`config.mk`:
```
export PLATFORM = sky130hd
export DESIGN_NAME = eipu_top
export DESIGN_NICKNAME = d
export VERILOG_FILES = /design/src/rtl/eipu_pkg.sv /design/src/rtl/eipu_pin_sync.sv /design/src/rtl/eipu_top.sv
export SDC_FILE = /design/constraint.sdc
export NUM_CORES = 1
export LEC_CHECK = 0
export BUFFER_PORTS_ARGS = -buffer_cell sky130_fd_sc_hd__buf_2
export CORE_AREA = 2 2 83 85
export CTS_BUF_LIST = sky130_fd_sc_hd__clkbuf_8 sky130_fd_sc_hd__clkbuf_16
export DETAILED_ROUTE_END_ITERATION = 12
export DIE_AREA = 0 0 85 87
export HOLD_SLACK_MARGIN = 0.03
export PLACE_DENSITY = 0.81
export SYNTH_ARGS = -nofsm -noshare
export SYNTH_HDL_FRONTEND = slang
export SYNTH_SLANG_ARGS = --single-unit
```
`constraint.sdc`:
```
create_clock -name clk_in -period 2.1 [get_ports clk_in]
set_input_delay 0.105 -clock clk_in [delete_from_list [all_inputs] [get_ports clk_in]]
set_output_delay 0.105 -clock clk_in [all_outputs]
set_load 0.05 [all_outputs]
```
`src/rtl/eipu_pkg.sv`:
```
// package for the external pin interrupt unit: register map, field
// positions, sense encodings and timing constants.
// assumes a 20 MHz system clock and an apb master with 32-bit data.
package eipu_pkg;

	// ------------------------------------------------------------
	// register map (byte addresses on the apb bus)
	// ------------------------------------------------------------
	localparam int          ADDR_W            = 8;       // decoded address width
	localparam logic [7:0]  OFS_CPU_CONTROL   = 8'h00;   // pin 0/1 sense fields
	localparam logic [7:0]  OFS_CTRL_RST_STAT = 8'h04;   // pin 2 edge select
	localparam logic [7:0]  OFS_PIN_ENABLES   = 8'h08;   // per-pin enables
	localparam logic [7:0]  OFS_PIN_FLAGS     = 8'h0c;   // sticky flags, write one clears
	localparam logic [7:0]  OFS_PORT_D_LEVELS = 8'h10;   // live pin levels, read only

	// ------------------------------------------------------------
	// field positions
	// ------------------------------------------------------------
	localparam int          POS_P1_SENSE_HI   = 3;       // pin one sense field 3:2
	localparam int          POS_P1_SENSE_LO   = 2;
	localparam int          POS_P0_SENSE_HI   = 1;       // pin zero sense field 1:0
	localparam int          POS_P0_SENSE_LO   = 0;
	localparam int          POS_P2_EDGE_SEL   = 6;       // pin two edge select
	localparam int          POS_P1_BIT        = 7;       // enable / flag of pin one
	localparam int          POS_P0_BIT        = 6;       // enable / flag of pin zero
	localparam int          POS_P2_BIT        = 5;       // enable / flag of pin two
	localparam int          POS_PORTD_P0      = 2;       // pin zero sits on port d bit 2
	localparam int          POS_PORTD_P1      = 3;       // pin one sits on port d bit 3

	// ------------------------------------------------------------
	// reset values
	// ------------------------------------------------------------
	localparam logic [7:0]  RST_CPU_CONTROL   = 8'h00;
	localparam logic        RST_P2_EDGE_SEL   = 1'b0;
	localparam logic [2:0]  RST_ENABLES       = 3'h0;
	localparam logic [2:0]  RST_FLAGS         = 3'h0;

	// ------------------------------------------------------------
	// sense encodings for pins zero and one
	// ------------------------------------------------------------
	localparam logic [1:0]  SENSE_LOW_LEVEL   = 2'h0;
	localparam logic [1:0]  SENSE_ANY_CHANGE  = 2'h1;
	localparam logic [1:0]  SENSE_FALLING     = 2'h2;
	localparam logic [1:0]  SENSE_RISING      = 2'h3;

	// ------------------------------------------------------------
	// timing
	// ------------------------------------------------------------
	localparam int          CLK_PERIOD_NS     = 50;      // 20 MHz system clock
	localparam int          WDT_PERIOD_NS     = 1000;    // watchdog oscillator period
	localparam int          WDT_TICK_CYC      = (WDT_PERIOD_NS + CLK_PERIOD_NS - 1)
	                                            / CLK_PERIOD_NS;
	localparam int          P2_MIN_PULSE_NS   = 50;      // narrowest pin two pulse caught
	localparam int          P2_MIN_PULSE_CYC  = P2_MIN_PULSE_NS / CLK_PERIOD_NS;
	localparam int          STARTUP_CYC_DEF   = 1000;    // start-up delay after wake
	localparam int          CNT_W             = 16;

	// wake sequencer states
	typedef enum logic [1:0] {
		WK_IDLE,
		WK_SAMPLE,
		WK_START
	} eipu_wake_t;

endpackage : eipu_pkg

```
`src/rtl/eipu_pin_sync.sv`:
```
// two-stage synchroniser plus one history stage for one interrupt pin.
// assumes the pin level is already resolved to a single bit.
`timescale 1ns/10ps
module eipu_pin_sync
	import eipu_pkg::*;
(
	// clock and reset
	input  wire logic clk_in,       // system clock
	input  wire logic rst_n_in,     // synchronised reset, active low
	// pin side
	input  wire logic level_in,     // raw pin level
	input  wire logic hold_in,      // freeze history, as a halted clock would
	// synchronised side
	output logic      level_out,    // synchronised level
	output logic      prev_out      // level one sample earlier
);

	logic meta;                    // first stage, read only by level_out

	// ------------------------------------------------------------
	// synchroniser: first flop feeds only the second
	// ------------------------------------------------------------
	always_ff @(posedge clk_in or negedge rst_n_in) begin
		if (!rst_n_in) begin
			meta      <= 1'b1;
			level_out <= 1'b1;
		end else begin
			meta      <= level_in;
			level_out <= meta;
		end
	end

	// history stage; held while halted so a level change during a halt shows as an edge once it ends
	always_ff @(posedge clk_in or negedge rst_n_in) begin
		if (!rst_n_in) begin
			prev_out <= 1'b1;
		end else if (!hold_in) begin
			prev_out <= level_out;
		end
	end

endmodule : eipu_pin_sync

```
`src/rtl/eipu_top.sv`:
```
// external pin interrupt unit: three pins, sense control, flags,
// per-vector requests and the power-down wake sequencer.
// assumes an apb master on clk_in and a cpu that supplies the global
// enable, vector acknowledge pulses and its sleep state.
//
// What this block does
// - pins still interrupt while driven as outputs
// - pins 0/1 edge and level; pin 2 edge
// - level mode requests while pin stays low
// - pin 0/1 edges need running io clock
// - level and pin 2 edge work halted
// - power-down level wake needs two watchdog samples
// - level gone before start-up end: wake, no request
// - request needs pin enable and global enable
// - pin 1 sense field at bits 3:2
// - pin 0 sense field at bits 1:0
// - sample pin first, then detect edges
// - pin 2 edge select at bit 6
// - pin 2 edges wider than 50 ns caught
// - enables at bits 7, 6, 5
// - one request output per pin vector
// - event sets flag; ack or one clears it
// - flags at bits 7, 6, 5, reset zero
`timescale 1ns/10ps
module eipu_top
	import eipu_pkg::*;
#(
	parameter logic [CNT_W-1:0] STARTUP_CYC = CNT_W'(STARTUP_CYC_DEF)
)(
	// clock and reset
	input  wire logic              clk_in,          // 20 MHz
	input  wire logic              resetn_in,       // async, active low
	// apb slave
	input  wire logic              psel_in,
	input  wire logic              penable_in,
	input  wire logic              pwrite_in,
	input  wire logic [ADDR_W-1:0] paddr_in,
	input  wire logic [31:0]       pwdata_in,
	output logic      [31:0]       prdata_out,
	output logic                   pready_out,
	output logic                   pslverr_out,
	// pins: index 0/1/2 = ext_irq_pin_zero/one/two
	input  wire logic [2:0]        pin_level_in,    // pad level
	input  wire logic [2:0]        pin_drive_en_in, // port drives the pin
	input  wire logic [2:0]        pin_drive_val_in,// value the port drives
	// cpu side
	input  wire logic              global_ie_in,    // cpu_status_word enable bit
	input  wire logic [2:0]        vector_ack_in,   // pulse: vector taken
	input  wire logic              io_clk_halt_in,  // sleep mode other than idle
	input  wire logic              power_down_in,   // power-down sleep
	output logic      [2:0]        irq_out,         // one request per vector
	output logic                   wake_out         // pulse: start-up complete
);

	// ------------------------------------------------------------
	// reset release
	// ------------------------------------------------------------
	logic       rst_q1;           // first release stage
	logic       rst_n;            // design reset

	always_ff @(posedge clk_in or negedge resetn_in) begin
		if (!resetn_in) begin
			rst_q1 <= 1'b0;
			rst_n  <= 1'b0;
		end else begin
			rst_q1 <= 1'b1;
			rst_n  <= rst_q1;
		end
	end

	// ------------------------------------------------------------
	// registers and state
	// ------------------------------------------------------------
	logic [7:0]       cpu_control;   // sense fields, upper bits general storage
	logic             p2_edge_sel;   // 0 falling, 1 rising
	logic [2:0]       enables;       // index order pin0, pin1, pin2
	logic [2:0]       flags;         // same order
	logic [2:0]       pin_eff;       // level seen by the detectors
	logic [2:0]       lvl;           // synchronised levels
	logic [2:0]       prv;           // previous synchronised levels
	logic [2:0]       event_vec;     // edge events this cycle
	logic [2:0]       level_mode;    // pin in low-level mode
	logic [2:0]       clr_vec;       // flag clears this cycle
	logic [2:0]       level_req;     // live level requests
	logic [1:0]       sense [2];     // sense fields of pins 0/1
	logic             wr_en;         // apb write takes effect
	logic             setup;         // apb setup cycle
	logic [31:0]      next_rdata;    // read mux
	logic             next_err;      // unmapped address
	logic [4:0]       wdt_cnt;       // watchdog oscillator divider
	logic             wdt_tick;      // one-cycle watchdog sample enable
	logic             level_wake;    // enabled level condition present
	logic [CNT_W-1:0] start_cnt;     // start-up counter
	eipu_wake_t       wake_state;

	// the detectors see what the pad carries, or what the port drives on it,
	// so software can raise an interrupt by writing the pin
	always_comb begin
		for (int i = 0; i < 3; i++) begin
			pin_eff[i] = pin_drive_en_in[i] ? pin_drive_val_in[i] : pin_level_in[i];
		end
	end

	// ------------------------------------------------------------
	// pin synchronisers
	// ------------------------------------------------------------
	// pins 0/1 freeze with the io clock; pin 2 keeps running because
	// its edge capture does not depend on the io clock
	genvar g;
	generate
		for (g = 0; g < 3; g++) begin : g_sync
			eipu_pin_sync u_sync (
				.clk_in    (clk_in),
				.rst_n_in  (rst_n),
				.level_in  (pin_eff[g]),
				.hold_in   ((g < 2) ? io_clk_halt_in : 1'b0),
				.level_out (lvl[g]),
				.prev_out  (prv[g])
			);
		end
	endgenerate

	// ------------------------------------------------------------
	// sense decode and edge detection
	// ------------------------------------------------------------
	assign sense[0] = cpu_control[POS_P0_SENSE_HI:POS_P0_SENSE_LO];
	assign sense[1] = cpu_control[POS_P1_SENSE_HI:POS_P1_SENSE_LO];

	always_comb begin
		for (int i = 0; i < 2; i++) begin
			level_mode[i] = (sense[i] == SENSE_LOW_LEVEL);
			// edges are taken from sampled values only
			unique case (sense[i])
				SENSE_ANY_CHANGE: event_vec[i] = lvl[i] ^ prv[i];
				SENSE_FALLING:    event_vec[i] = prv[i] & ~lvl[i];
				SENSE_RISING:     event_vec[i] = ~prv[i] & lvl[i];
				SENSE_LOW_LEVEL:  event_vec[i] = 1'b0;      // low level: no edge
			endcase
			// no edge while the io clock is halted
			if (io_clk_halt_in) begin
				event_vec[i] = 1'b0;
			end
		end
		// pin 2 is edge only; every 50 ns clock samples it, so a pulse
		// wider than one period always spans a sample
		level_mode[2] = 1'b0;
		event_vec[2]  = p2_edge_sel ? (~prv[2] & lvl[2]) : (prv[2] & ~lvl[2]);
	end

	// ------------------------------------------------------------
	// apb slave: no wait state, pready from a flop
	// ------------------------------------------------------------
	assign setup = psel_in & ~penable_in;
	assign wr_en = psel_in & penable_in & pready_out & pwrite_in & ~pslverr_out;

	// read mux, captured in the setup cycle
	always_comb begin
		next_rdata = 32'h0;
		next_err   = 1'b0;
		unique case (paddr_in)
			OFS_CPU_CONTROL:   next_rdata[7:0] = cpu_control;
			OFS_CTRL_RST_STAT: next_rdata[POS_P2_EDGE_SEL] = p2_edge_sel;
			OFS_PIN_ENABLES: begin
				next_rdata[POS_P0_BIT] = enables[0];
				next_rdata[POS_P1_BIT] = enables[1];
				next_rdata[POS_P2_BIT] = enables[2];
			end
			OFS_PIN_FLAGS: begin
				next_rdata[POS_P0_BIT] = flags[0];
				next_rdata[POS_P1_BIT] = flags[1];
				next_rdata[POS_P2_BIT] = flags[2];
			end
			OFS_PORT_D_LEVELS: begin
				next_rdata[POS_PORTD_P0] = lvl[0];
				next_rdata[POS_PORTD_P1] = lvl[1];
			end
			default:           next_err = 1'b1;      // unmapped: error, data zero
		endcase
	end

	// bus answer flops
	always_ff @(posedge clk_in or negedge rst_n) begin
		if (!rst_n) begin
			pready_out  <= 1'b0;
			pslverr_out <= 1'b0;
			prdata_out  <= 32'h0;
		end else begin
			pready_out  <= setup;
			pslverr_out <= setup & next_err;
			if (setup && !pwrite_in) begin
				prdata_out <= next_rdata;
			end
		end
	end

	// control register writes
	always_ff @(posedge clk_in or negedge rst_n) begin
		if (!rst_n) begin
			cpu_control <= RST_CPU_CONTROL;
			p2_edge_sel <= RST_P2_EDGE_SEL;
			enables     <= RST_ENABLES;
		end else if (wr_en) begin
			if (paddr_in == OFS_CPU_CONTROL) begin
				cpu_control <= pwdata_in[7:0];
			end
			// a change here alone raises no event, since one needs prv[2] and lvl[2]
			// to differ; software may still mask pin 2 first and clear its flag afterwards
			if (paddr_in == OFS_CTRL_RST_STAT) begin
				p2_edge_sel <= pwdata_in[POS_P2_EDGE_SEL];
			end
			if (paddr_in == OFS_PIN_ENABLES) begin
				enables[0] <= pwdata_in[POS_P0_BIT];
				enables[1] <= pwdata_in[POS_P1_BIT];
				enables[2] <= pwdata_in[POS_P2_BIT];
			end
		end
	end

	// ------------------------------------------------------------
	// sticky flags
	// ------------------------------------------------------------
	always_comb begin
		clr_vec = vector_ack_in;
		if (wr_en && paddr_in == OFS_PIN_FLAGS) begin
			clr_vec[0] = vector_ack_in[0] | pwdata_in[POS_P0_BIT];
			clr_vec[1] = vector_ack_in[1] | pwdata_in[POS_P1_BIT];
			clr_vec[2] = vector_ack_in[2] | pwdata_in[POS_P2_BIT];
		end
	end

	// level mode forces zero; otherwise a new event beats a clear
	always_ff @(posedge clk_in or negedge rst_n) begin
		if (!rst_n) begin
			flags <= RST_FLAGS;
		end else begin
			for (int i = 0; i < 3; i++) begin
				if (level_mode[i]) begin
					flags[i] <= 1'b0;
				end else if (event_vec[i]) begin
					flags[i] <= 1'b1;
				end else if (clr_vec[i]) begin
					flags[i] <= 1'b0;
				end
			end
		end
	end

	// ------------------------------------------------------------
	// requests toward the cpu
	// ------------------------------------------------------------
	// level requests are held back during power-down so a level that
	// vanishes before start-up ends leaves no request behind
	always_comb begin
		for (int i = 0; i < 3; i++) begin
			level_req[i] = level_mode[i] & ~lvl[i] & ~power_down_in;
		end
	end

	// one output per vector; the source must keep a level until the
	// current instruction ends, which the cpu side relies on
	always_ff @(posedge clk_in or negedge rst_n) begin
		if (!rst_n) begin
			irq_out <= 3'h0;
		end else begin
			irq_out <= (flags | level_req) & enables & {3{global_ie_in}};
		end
	end

	// ------------------------------------------------------------
	// watchdog oscillator divider
	// ------------------------------------------------------------
	assign wdt_tick = (wdt_cnt == 5'(WDT_TICK_CYC - 1));

	always_ff @(posedge clk_in or negedge rst_n) begin
		if (!rst_n) begin
			wdt_cnt <= 5'h0;
		end else if (wdt_tick) begin
			wdt_cnt <= 5'h0;
		end else begin
			wdt_cnt <= wdt_cnt + 5'h1;
		end
	end

	// ------------------------------------------------------------
	// power-down wake sequencer
	// ------------------------------------------------------------
	assign level_wake = |(level_mode[1:0] & enables[1:0] & ~lvl[1:0]);

	// a level must be seen on two watchdog samples; a pin 2 edge wakes
	// at once from WK_IDLE only; start-up always completes once begun
	always_ff @(posedge clk_in or negedge rst_n) begin
		if (!rst_n) begin
			wake_state <= WK_IDLE;
			start_cnt  <= '0;
			wake_out   <= 1'b0;
		end else begin
			wake_out <= 1'b0;
			unique case (wake_state)
				WK_IDLE: begin
					if (power_down_in && event_vec[2] && enables[2]) begin
						wake_state <= WK_START;
						start_cnt  <= '0;
					end else if (power_down_in && wdt_tick && level_wake) begin
						wake_state <= WK_SAMPLE;
					end
				end
				WK_SAMPLE: begin
					if (!power_down_in || (wdt_tick && !level_wake)) begin
						wake_state <= WK_IDLE;                      // noise rejected
					end else if (wdt_tick) begin
						wake_state <= WK_START;
						start_cnt  <= '0;
					end
				end
				WK_START: begin
					if (start_cnt == STARTUP_CYC - CNT_W'(1)) begin
						wake_state <= WK_IDLE;
						wake_out   <= 1'b1;
					end else begin
						start_cnt <= start_cnt + CNT_W'(1);
					end
				end
				default: wake_state <= WK_IDLE;             // unused code: back to rest
			endcase
		end
	end
endmodule : eipu_top

```
==> results.py, run 1 <==
metrics = {
    "cells_and_area": {
        "drive_gt1_share_pct": 29.02,
        "n_antenna_cell": 0,
        "areaGrowthSynthToFinish_pct": 22.03,
        "finalNetCount": 447,
    },
    "global_routing": {
        "grt_max_degree": 41,
        "groute.usage.overall_pct": 20.09,
        "antenna_found_initial": 0,
        "grt_pass1_vias": 2482,
        "grt_pass1_wl_um": 11680,
        "grt-ovfl-total": 0,
    },
    "setup_path": {
        "cp_max_fo": 8,
        "crit_required_ns": 2.31,
        "end_kind": "flop",
        "critPathKind": "reg2reg",
        "cp-start-kind": "flop",
        "critPathArrivalTime_ns": 2.22,
        "regToRegSetupSlack_ns": 0.09,
    },
    "synth": {
        "yosysWarnings": 0,
        "synthTopCellsByCount": "dfrtp_1, buf_4, nand2_1",
        "ys_top_cells_by_area": "dfrtp_1, dfstp_2, buf_4",
        "ys_seq_area_share_pct": 48.45,
        "ys_types": 61,
        "synthCells": 300,
        "synth_edf_count": 0,
        "syn_avg_cell_area_um2": 10.92,
        "yosysTopAreaCell": "dfrtp_1",
        "netlist_area_um2": 3277,
        "yosysMostFrequentCell": "dfrtp_1",
        "synth-async-reset-ratio_pct": 100.0,
        "synth_top_area_share_pct": 41.24,
        "ys.flop_type": "dfrtp_1",
        "synth_seq_cells": 63,
    },
    "die": {
        "io_pins": 98,
        "fp.dieH_um": 87,
        "rows": 30,
        "die_area_um2": 7395,
        "initial_core_util_pct": 49.89,
        "core-area_um2": 6569,
        "fp.dieW_um": 85,
    },
    "status": {
        "status": "finished, final reports clean",
    },
    "power_and_ir_drop": {
        "p_per_area_nw_per_um2": 755.5,
        "peakVddDrop_mv": 0.4231,
        "leakage_nw": 2.035,
        "power_w": 0.003021,
    },
    "detailed_routing": {
        "via_count": 2567,
        "routed_via_density": 5.509,
        "ant_nets": 0,
        "drt_wl_total_um": 6776,
        "routedWlPerCell_um": 14.54,
        "first_pass_iters": 4,
        "drcViolationCount": 0,
        "dr.first_iter.drc_count": 174,
    },
    "clock_tree": {
        "cts_root_buffer": "clkbuf_8",
        "clk_pin_slew_ns": 0.07,
        "cts_buffers": 9,
        "cts_tree": "yes",
        "cts.path.max_buffers": 2,
        "ctsHtreeMaxLevel": 3,
        "cts_sinks": 63,
        "cts_setup_buffers": 0,
        "worstSkewPairLatency_ns": 0.34,
    },
    "place": {
        "gp_congestion": 0.8329,
        "dp_hpwl_um": 4770,
        "io_buffers": 49,
        "post-place-ws_ns": 0.05202,
    },
    "sta": {
        "slew_headroom_pct": 66.14,
        "whs_ns": 0.05117,
        "setup_slack_ns": 0.08643,
        "tns_ns": 0,
        "period_needed_ns": 2.014,
        "finClkSkew_ns": 0.01230,
        "setup-violations-final": 0,
        "slew_viol_final": 0,
        "hold_viol_final": 0,
        "period_share_pct": 95.88,
        "worst_pin_slew_ns": 0.5079,
        "timing.fmax_ghz": 0.4966,
        "rsz0062_at_grt": "false",
    },
    "flow_run": {
        "max_cap_viol_count": 0,
    },
    "min_path": {
        "hp-class": "in2reg",
    },
}
final timing paths:
check,from,end,cells past startpoint
worst min-delay path,pwdata_in[6],enables[0],2
worst max register to register,g_sync[2].u_sync.prev_out,start_cnt[11],6
worst max-delay path,g_sync[2].u_sync.prev_out,start_cnt[11],6
worst min register to register,rst_n,cpu_control[0],0
min in group asynchronous,resetn_in,rst_q1,2
max in group asynchronous,rst_n,g_sync[2].u_sync.prev_out,1
logic make-up after synthesis:
group / Yosys count / share of synthesized area [%]
muxes: 23 / 7.751
buffers and inverters: 48 / 9.278
and+or+nand+nor: 103 / 17.98
xor gates and xnor gates: 5 / 1.337
adders and majority gates: 6 / 2.291
DFF: 63 / 48.45
AOI/OAI and AO/OA: 50 / 12.68
other: 2 / 0.2292
worst max-delay path, cell delays in order, from the launching register on:
cell and delay [ns]:
dfstp_2 0.52, or3b_1 0.38, a21boi_2 0.20, a2bb2oi_1 0.10, and2_1 0.20, buf_12 0.14
a221o_1 0.34
per-stage QoR:
stage          utilization, %  cell area, um2  instances
2_1_floorplan               -            3363        323
3_5_place_dp            54.91            3607        434
6_report                60.88            3999        466
4_1_cts                 60.57            3979        465
3_3_place_gp            54.91            3607        434
5_1_grt                 60.88            3999        466
per-layer routing:
| layer | wire (um) | up-vias | part of all wire [%] | track usage [%] |
|---|---|---|---|---|
| met1 | 3082 | 1279 | 45 | 27.24 |
| met3 | 289 | 12 | 4.3 | 3.791 |
| met2 | 3252 | 70 | 48 | 31.04 |
| met5 | 0 | - | 0 | 0 |
| met4 | 151 | 0 | 2.2 | 10.10 |
| li1 | - | 1206 | - | - |
cells in the final DEF, fill, tap and decap left out, types with 4 or more instances in the layout:
| cell type | n |
|---|---|
| nor3_1 | 10 |
| conb_1 | 25 |
| dfrtp_1 | 53 |
| o21ai_0 | 6 |
| nand2_1 | 21 |
| nor4_1 | 5 |
| nand2b_1 | 4 |
| inv_1 | 12 |
| nor2_1 | 15 |
| clkbuf_8 | 10 |
| mux2_2 | 11 |
| a21oi_1 | 6 |
| dlygate4sd3_1 | 16 |
| a22o_1 | 5 |
| mux2_1 | 8 |
| ha_1 | 6 |
| buf_4 | 15 |
| a211o_1 | 6 |
| buf_2 | 49 |
| and3_1 | 9 |
| dfstp_2 | 9 |
| nand3_1 | 12 |
| nand4_1 | 4 |
| mux2i_1 | 4 |
| o311a_1 | 5 |
| a221o_1 | 5 |
sequential cells by signal, summed over array words and instances (netlist names), 2 cells and up:
signal / cells
enables: 3
g_sync.u_sync.meta: 3
prdata_out: 8
cpu_control: 8
g_sync.u_sync.prev_out: 3
wake_state: 2
start_cnt: 16
g_sync.u_sync.level_out: 3
flags: 3
irq_out: 3
wdt_cnt: 5
repair_timing:
item	4_1_cts	5_1_grt
hold endpoints to repair	17	1
endpoints found under the setup margin	0	10
hold buffers	15	1
resized for setup	0	2
final cells by class:
cell class	instances	area, um2
Tap cell	80	100.1
Timing Repair Buffer	82	558.0
Sequential cell	63	1589
Clock inverter	6	83.83
Multi-Input combinational cell	212	1481
Clock buffer	10	137.6
Inverter	13	48.80
Fill cell	520	2570
where the power goes:
group	internal, W	switching, W
Clock	0.000696	0.000476
Combinational	0.000185	0.000282
Sequential	0.00129	0.0000865
Total	0.00218	0.000845
Note: power is estimated with default switching activity, not from simulation.
==> run 2, diff against run 1 <==
CORE_AREA = 2 2 100 102   (was 2 2 83 85)
DIE_AREA = 0 0 102 104   (was 0 0 85 87)
HOLD_SLACK_MARGIN = 0.05   (was 0.03)
PLACE_DENSITY = 0.59   (was 0.81)
==> run 2 against run 1 <==
Effect of this change: sequential share of layout area shrank 0.68 points; maximum frequency rose by 1.5%; clock-buffer cell count grew 1; final area rose by 1.8%; final cell count rose by 12%; critical path type unchanged.
==> results.py, run 2 (same netlist as run 1, synthesis figures left out) <==
metrics = {
    "clock_tree": {
        "ctsHtreeMaxLevel": 3,
        "cts_sinks": 63,
        "cts.path.max_buffers": 2,
        "clk_pin_slew_ns": 0.06,
        "cts_root_buffer": "clkbuf_8",
        "cts_tree": "yes",
        "worstSkewPairLatency_ns": 0.34,
        "cts_buffers": 9,
    },
    "power_and_ir_drop": {
        "leakage_nw": 2.037,
        "p_per_area_nw_per_um2": 715.4,
        "swShare_pct": 28.23,
        "clkPwrFrac_pct": 36.4,
        "p_switching_w": 0.0008218,
        "peakVddDrop_mv": 0.2799,
        "pwr-share-comb_pct": 16.3,
        "intPower_w": 0.002089,
        "p_seq_share_pct": 47.3,
    },
    "min_path": {
        "min_path_cells": 3,
        "hold_path_end": "flags[2]",
        "min_from": "vector_ack_in[2]",
        "hp-class": "in2reg",
    },
    "cells_and_area": {
        "final_common_cell": "dfrtp_1",
        "n_antenna_cell": 0,
        "drive_gt1_share_pct": 28.61,
        "finalNonFillerCells": 521,
        "finalNetCount": 449,
        "layout_common_cells": "dfrtp_1, buf_2, conb_1",
        "areaGrowthSynthToFinish_pct": 24.17,
        "largest_reg_flops": 16,
        "regMostFlops": "start_cnt",
        "reg_top3": "start_cnt x16, cpu_control x8, prdata_out x8",
    },
    "place": {
        "post-place-ws_ns": 0.08515,
        "dp_cells": 486,
        "dp_hpwl_um": 5082,
        "gp_congestion": 0.7700,
        "io_buffers": 49,
    },
    "detailed_routing": {
        "drt_wl_total_um": 6926,
        "first_pass_iters": 4,
        "drcViolationCount": 0,
        "routedWlPerCell_um": 13.29,
        "routed_via_density": 4.789,
        "via_count": 2495,
        "dr.first_iter.drc_count": 94,
        "ant_nets": 0,
    },
    "die": {
        "die_area_um2": 10610,
        "fp.dieW_um": 102,
        "fp.dieH_um": 104,
        "core-area_um2": 9549,
        "initial_core_util_pct": 34.32,
        "io_pins": 98,
        "rows": 36,
    },
    "setup_path": {
        "critPathKind": "reg2reg",
        "cp-start-kind": "flop",
        "max_stage_delay_ns": 0.52,
        "critPathArrivalTime_ns": 2.19,
        "slowest_stage": "dfstp_2",
        "timing.rr.end": "start_cnt[15]",
        "r2r-start": "g_sync[2].u_sync.prev_out",
        "crit_required_ns": 2.31,
        "end_kind": "flop",
        "crit_chain": "or3b_1 -> a21boi_2 -> a2bb2oi_1 -> and2_1 -> buf_12 -> a221o_1",
        "cp_max_fo": 16,
        "regToRegSetupSlack_ns": 0.12,
        "rr_worst_depth": 6,
    },
    "sta": {
        "setup-violations-final": 0,
        "hold_viol_final": 0,
        "rsz0062_at_grt": "false",
        "setup_slack_ns": 0.1165,
        "period_share_pct": 94.45,
        "finClkSkew_ns": 0.01090,
        "slew_viol_final": 0,
        "tns_ns": 0,
        "period_needed_ns": 1.984,
        "timing.fmax_ghz": 0.5041,
    },
    "status": {
        "status": "finished, final reports clean",
    },
    "global_routing": {
        "grt_max_degree": 42,
        "antenna_found_initial": 0,
        "grt_pass1_wl_um": 11920,
        "grt-ovfl-total": 0,
        "groute.usage.overall_pct": 14.11,
        "grt_pass1_vias": 2461,
    },
    "flow_run": {
        "max_cap_viol_count": 0,
    },
}
==> run 2: changes by cell type in the layout (fill, tap and decap cells not counted) <==
cell / previous run / this run
buf_4: 15 / 14
bufinv_16: 2 / 1
clkbuf_8: 10 / 11
clkinv_4: 1 / 0
dlygate4sd3_1: 16 / 19
inv_1: 12 / 13
nor2_1: 15 / 14
nor2_2: 0 / 1
==> run 2: area by class of cell <==
| cell class | instances | area (um2) |
|---|---|---|
| multi-input combinational | 212 | 1484 |
| clock buffer | 11 | 151.4 |
| clock inverter | 5 | 48.80 |
| inverter | 13 | 48.80 |
| sequential | 63 | 1589 |
| fill | 942 | 5480 |
| tap | 133 | 166.4 |
| timing repair buffer | 84 | 580.6 |
==> run 2: worst max-delay path by stage <==
stage | from | endpoint | slack [ns] | depth (start not counted)
after detailed placement | g_sync[2].u_sync.prev_out | start_cnt[14] | 0.09 | 6
final | g_sync[2].u_sync.prev_out | start_cnt[15] | 0.12 | 6
after floorplan | start_cnt[10] | start_cnt[15] | 0.12 | 7
after global routing | start_cnt[7] | start_cnt[4] | 0.005 | 7
after global placement | g_sync[2].u_sync.prev_out | start_cnt[14] | 0.11 | 6
after CTS | g_sync[2].u_sync.prev_out | start_cnt[15] | 0.07 | 6
==> run 2: repair_timing <==
item	in CTS	in global routing
hold endpoints to repair	24	0
setup buffers	0	0
hold buffers	19	0
gates resized for setup	0	3
endpoints found under the setup margin	0	4
==> run 2: critical path, delay by kind of cell, from the launching register on <==
kind / cells / cell delay (ns)
compound gates: 3 / 0.63
buf+inv: 1 / 0.16
flops: 1 / 0.52
simple gates: 2 / 0.56
==> run 2: routing by layer <==
| metal | up-vias | share of wire [%] | wire length, um | global-route usage (%) |
|---|---|---|---|---|
| li1 | 1211 | - | - | - |
| met1 | 1196 | 47 | 3289 | 20.27 |
| met2 | 73 | 46 | 3181 | 20.72 |
| met3 | 15 | 4.4 | 304 | 2.419 |
| met4 | 0 | 2.2 | 150 | 6.190 |
| met5 | - | 0 | 0 | 0 |
==> run 2: through the flow <==
step / hold WS, ns / utilization (%) / total power [W] / instance area [um2]
2_1_floorplan: -0.1906 / - / 0.001743 / 3363
4_1_cts: 0.05294 / 42.48 / 0.002954 / 4056
3_3_place_gp: -0.1102 / 38.39 / 0.001836 / 3666
3_5_place_dp: -0.1051 / 38.39 / 0.001849 / 3666
6_report: 0.06644 / 42.61 / 0.002911 / 4069
5_1_grt: 0.06537 / 42.61 / 0.003065 / 4069
==> run 2: power groups by stage <==
stage	Sequential (W)	Clock (W)	Combinational [W]
after global placement	0.00140	0	0.000440
after global routing	0.00139	0.00115	0.000522
final	0.00138	0.00106	0.000476
after detailed placement	0.00140	0	0.000449
after floorplan	0.00141	0	0.000329
after CTS	0.00138	0.00110	0.000479
==> run 3, diff against run 2 <==
--- a/config.mk
+++ b/config.mk
@@ -13,4 +13,5 @@
 export HOLD_SLACK_MARGIN = 0.05
 export PLACE_DENSITY = 0.59
+export SKIP_LAST_GASP = 1
 export SYNTH_ARGS = -nofsm -noshare
 export SYNTH_HDL_FRONTEND = slang
==> constraint.sdc (replaced) <==
create_clock -name clk_in -period 2.1 [get_ports clk_in]
set_input_delay 0.21 -clock clk_in [delete_from_list [all_inputs] [get_ports clk_in]]
set_output_delay 0.21 -clock clk_in [all_outputs]
set_load 0.05 [all_outputs]
==> run 3 against run 2 <==
Effect of this change: non-clock buffer count is 16 lower; clock-buffer cell count down 1; clock skew grew 0.0050 ns; routed wire length is 1.5% lower; critical endpoint is now start_cnt[13].
==> results.py, run 3 (same netlist as run 1, synthesis figures left out) <==
metrics = {
    "cells_and_area": {
        "final_common_cell": "dfrtp_1",
        "multi_input_area_um2": 1475,
        "nFillCells": 958,
        "layout_common_cells": "dfrtp_1, buf_2, conb_1",
        "finalNetCount": 433,
        "n_antenna_cell": 0,
        "drive_gt1_share_pct": 29.57,
        "regMostFlops": "start_cnt",
        "largest_reg_flops": 16,
        "reg_top3": "start_cnt x16, cpu_control x8, prdata_out x8",
        "regArea_um2": 1589,
        "areaGrowthSynthToFinish_pct": 17.49,
    },
    "setup_path": {
        "max_stage_delay_ns": 0.52,
        "critPathArrivalTime_ns": 2.23,
        "slowest_stage": "dfstp_2",
        "cp_max_fo": 8,
        "rr_worst_depth": 6,
        "crit_chain": "or3b_1 -> a21boi_2 -> a2bb2oi_1 -> and2_1 -> buf_4 -> a221o_1",
        "r2r-start": "g_sync[2].u_sync.prev_out",
        "regToRegSetupSlack_ns": 0.1,
        "crit_required_ns": 2.32,
        "cp-start-kind": "flop",
        "end_kind": "flop",
        "timing.rr.end": "start_cnt[13]",
        "critPathKind": "reg2reg",
    },
    "global_routing": {
        "grt_pass1_vias": 2393,
        "grt-ovfl-total": 0,
        "grt_pass1_wl_um": 11670,
        "top_usage_layer": "met2",
        "globalRouteMet3Util_pct": 3.293,
        "antenna_found_initial": 0,
        "grt.met2_usage_pct": 20.54,
        "use_met1_pct": 20.06,
        "groute.usage.overall_pct": 14.05,
        "grt_max_degree": 27,
    },
    "clock_tree": {
        "ctsHtreeMaxLevel": 3,
        "cts_tree": "yes",
        "cts.path.max_buffers": 2,
        "clk_pin_slew_ns": 0.08,
        "cts_setup_buffers": 0,
        "cts_sinks": 63,
        "cts_root_buffer": "clkbuf_8",
        "worstSkewPairLatency_ns": 0.34,
        "cts_buffers": 9,
    },
    "sta": {
        "period_needed_ns": 2.005,
        "slew_viol_final": 0,
        "period_share_pct": 95.47,
        "whs_ns": 0.08335,
        "worst_pin_slew_ns": 0.5729,
        "tns_ns": 0,
        "rsz0062_at_grt": "false",
        "hold_viol_final": 0,
        "finClkSkew_ns": 0.01594,
        "slew_headroom_pct": 61.81,
        "timing.fmax_ghz": 0.4988,
        "setup-violations-final": 0,
    },
    "detailed_routing": {
        "dr.first_iter.drc_count": 82,
        "drt_wl_total_um": 6823,
        "via_count": 2427,
        "first_pass_iters": 4,
        "routedWlPerCell_um": 13.51,
        "ant_nets": 0,
        "drcViolationCount": 0,
        "routed_via_density": 4.806,
    },
    "power_and_ir_drop": {
        "power_w": 0.002733,
        "p_per_area_nw_per_um2": 710.0,
        "peakVddDrop_mv": 0.2418,
        "leakage_nw": 1.950,
    },
    "die": {
        "die_area_um2": 10610,
        "core-area_um2": 9549,
        "initial_core_util_pct": 34.32,
        "fp.dieH_um": 104,
        "fp.dieW_um": 102,
        "rows": 36,
        "io_pins": 98,
    },
    "place": {
        "gp_congestion": 0.7652,
        "dp_hpwl_um": 5129,
        "io_buffers": 49,
    },
    "status": {
        "status": "finished, final reports clean",
    },
    "min_path": {
        "hold_path_end": "cpu_control[4]",
        "hp-class": "in2reg",
        "min_path_cells": 2,
        "min_from": "pwdata_in[4]",
    },
    "flow_run": {
        "max_cap_viol_count": 0,
    },
}
==> run 3: cell count changes in the layout (fill, tap and decap cells not counted), sizes merged <==
cell	previous run	this run
clkinvlp	0	1
bufinv	1	0
clkbuf	11	10
inv	14	15
dlygate4sd3	19	1
buf	65	67
==> run 3: where the power goes <==
group	internal (W)	switching, W	leakage [nW]
registers	0.00129	0.0000902	0.822
logic	0.000164	0.000273	1.03
clock network	0.000445	0.000466	0.0944
total	0.00190	0.000830	1.95
==> run 3: timing repair <==
item | in CTS | in global routing
hold buffers | 1 | 0
endpoints found under the setup margin | 0 | 7
hold endpoints to repair | 2 | 0
resized for setup | 0 | 1
==> run 3: through the flow <==
stage / util, % / setup slack [ns] / area, um2 / instances
after detailed placement: 38.42 / 0.06981 / 3669 / 488
after floorplan: - / 0.1245 / 3363 / 323
final: 40.32 / 0.09506 / 3850 / 505
after global routing: 40.32 / 0.002666 / 3850 / 505
after global placement: 38.42 / 0.1169 / 3669 / 488
after CTS: 40.28 / 0.06385 / 3846 / 505
==> run 3: final cells by class <==
cell class | count | share of cell area [%]
Multi-Input combinational cell | 212 | 38.32
Inverter | 13 | 1.267
Timing Repair Buffer | 68 | 10.46
Clock buffer | 10 | 3.575
Clock inverter | 6 | 0.7800
Tap cell | 133 | 4.322
Sequential cell | 63 | 41.27
==> run 3: how the worst max path moves through the flow <==
stage,start,endpoint,slack (ns),depth (start not counted)
CTS,g_sync[2].u_sync.prev_out,start_cnt[13],0.06,6
global placement,g_sync[2].u_sync.prev_out,start_cnt[14],0.12,6
finish,g_sync[2].u_sync.prev_out,start_cnt[13],0.1,6
floorplan,start_cnt[10],start_cnt[15],0.12,7
global route,start_cnt[14],start_cnt[4],0.003,7
detailed placement,g_sync[2].u_sync.prev_out,start_cnt[12],0.07,6
==> run 3: critical path, delay by kind of cell, from the launching register on <==
kind	cells	cell delay, ns
DFF	1	0.52
buffers and inverters	1	0.17
and+or+nand+nor	2	0.56
AOI/OAI and AO/OA	3	0.64
==> run 3: metal layers <==
layer / wire (um) / vias to the layer above
met5: 0 / -
met4: 121 / 0
met3: 251 / 9
met2: 3120 / 49
met1: 3331 / 1189
li1: - / 1180
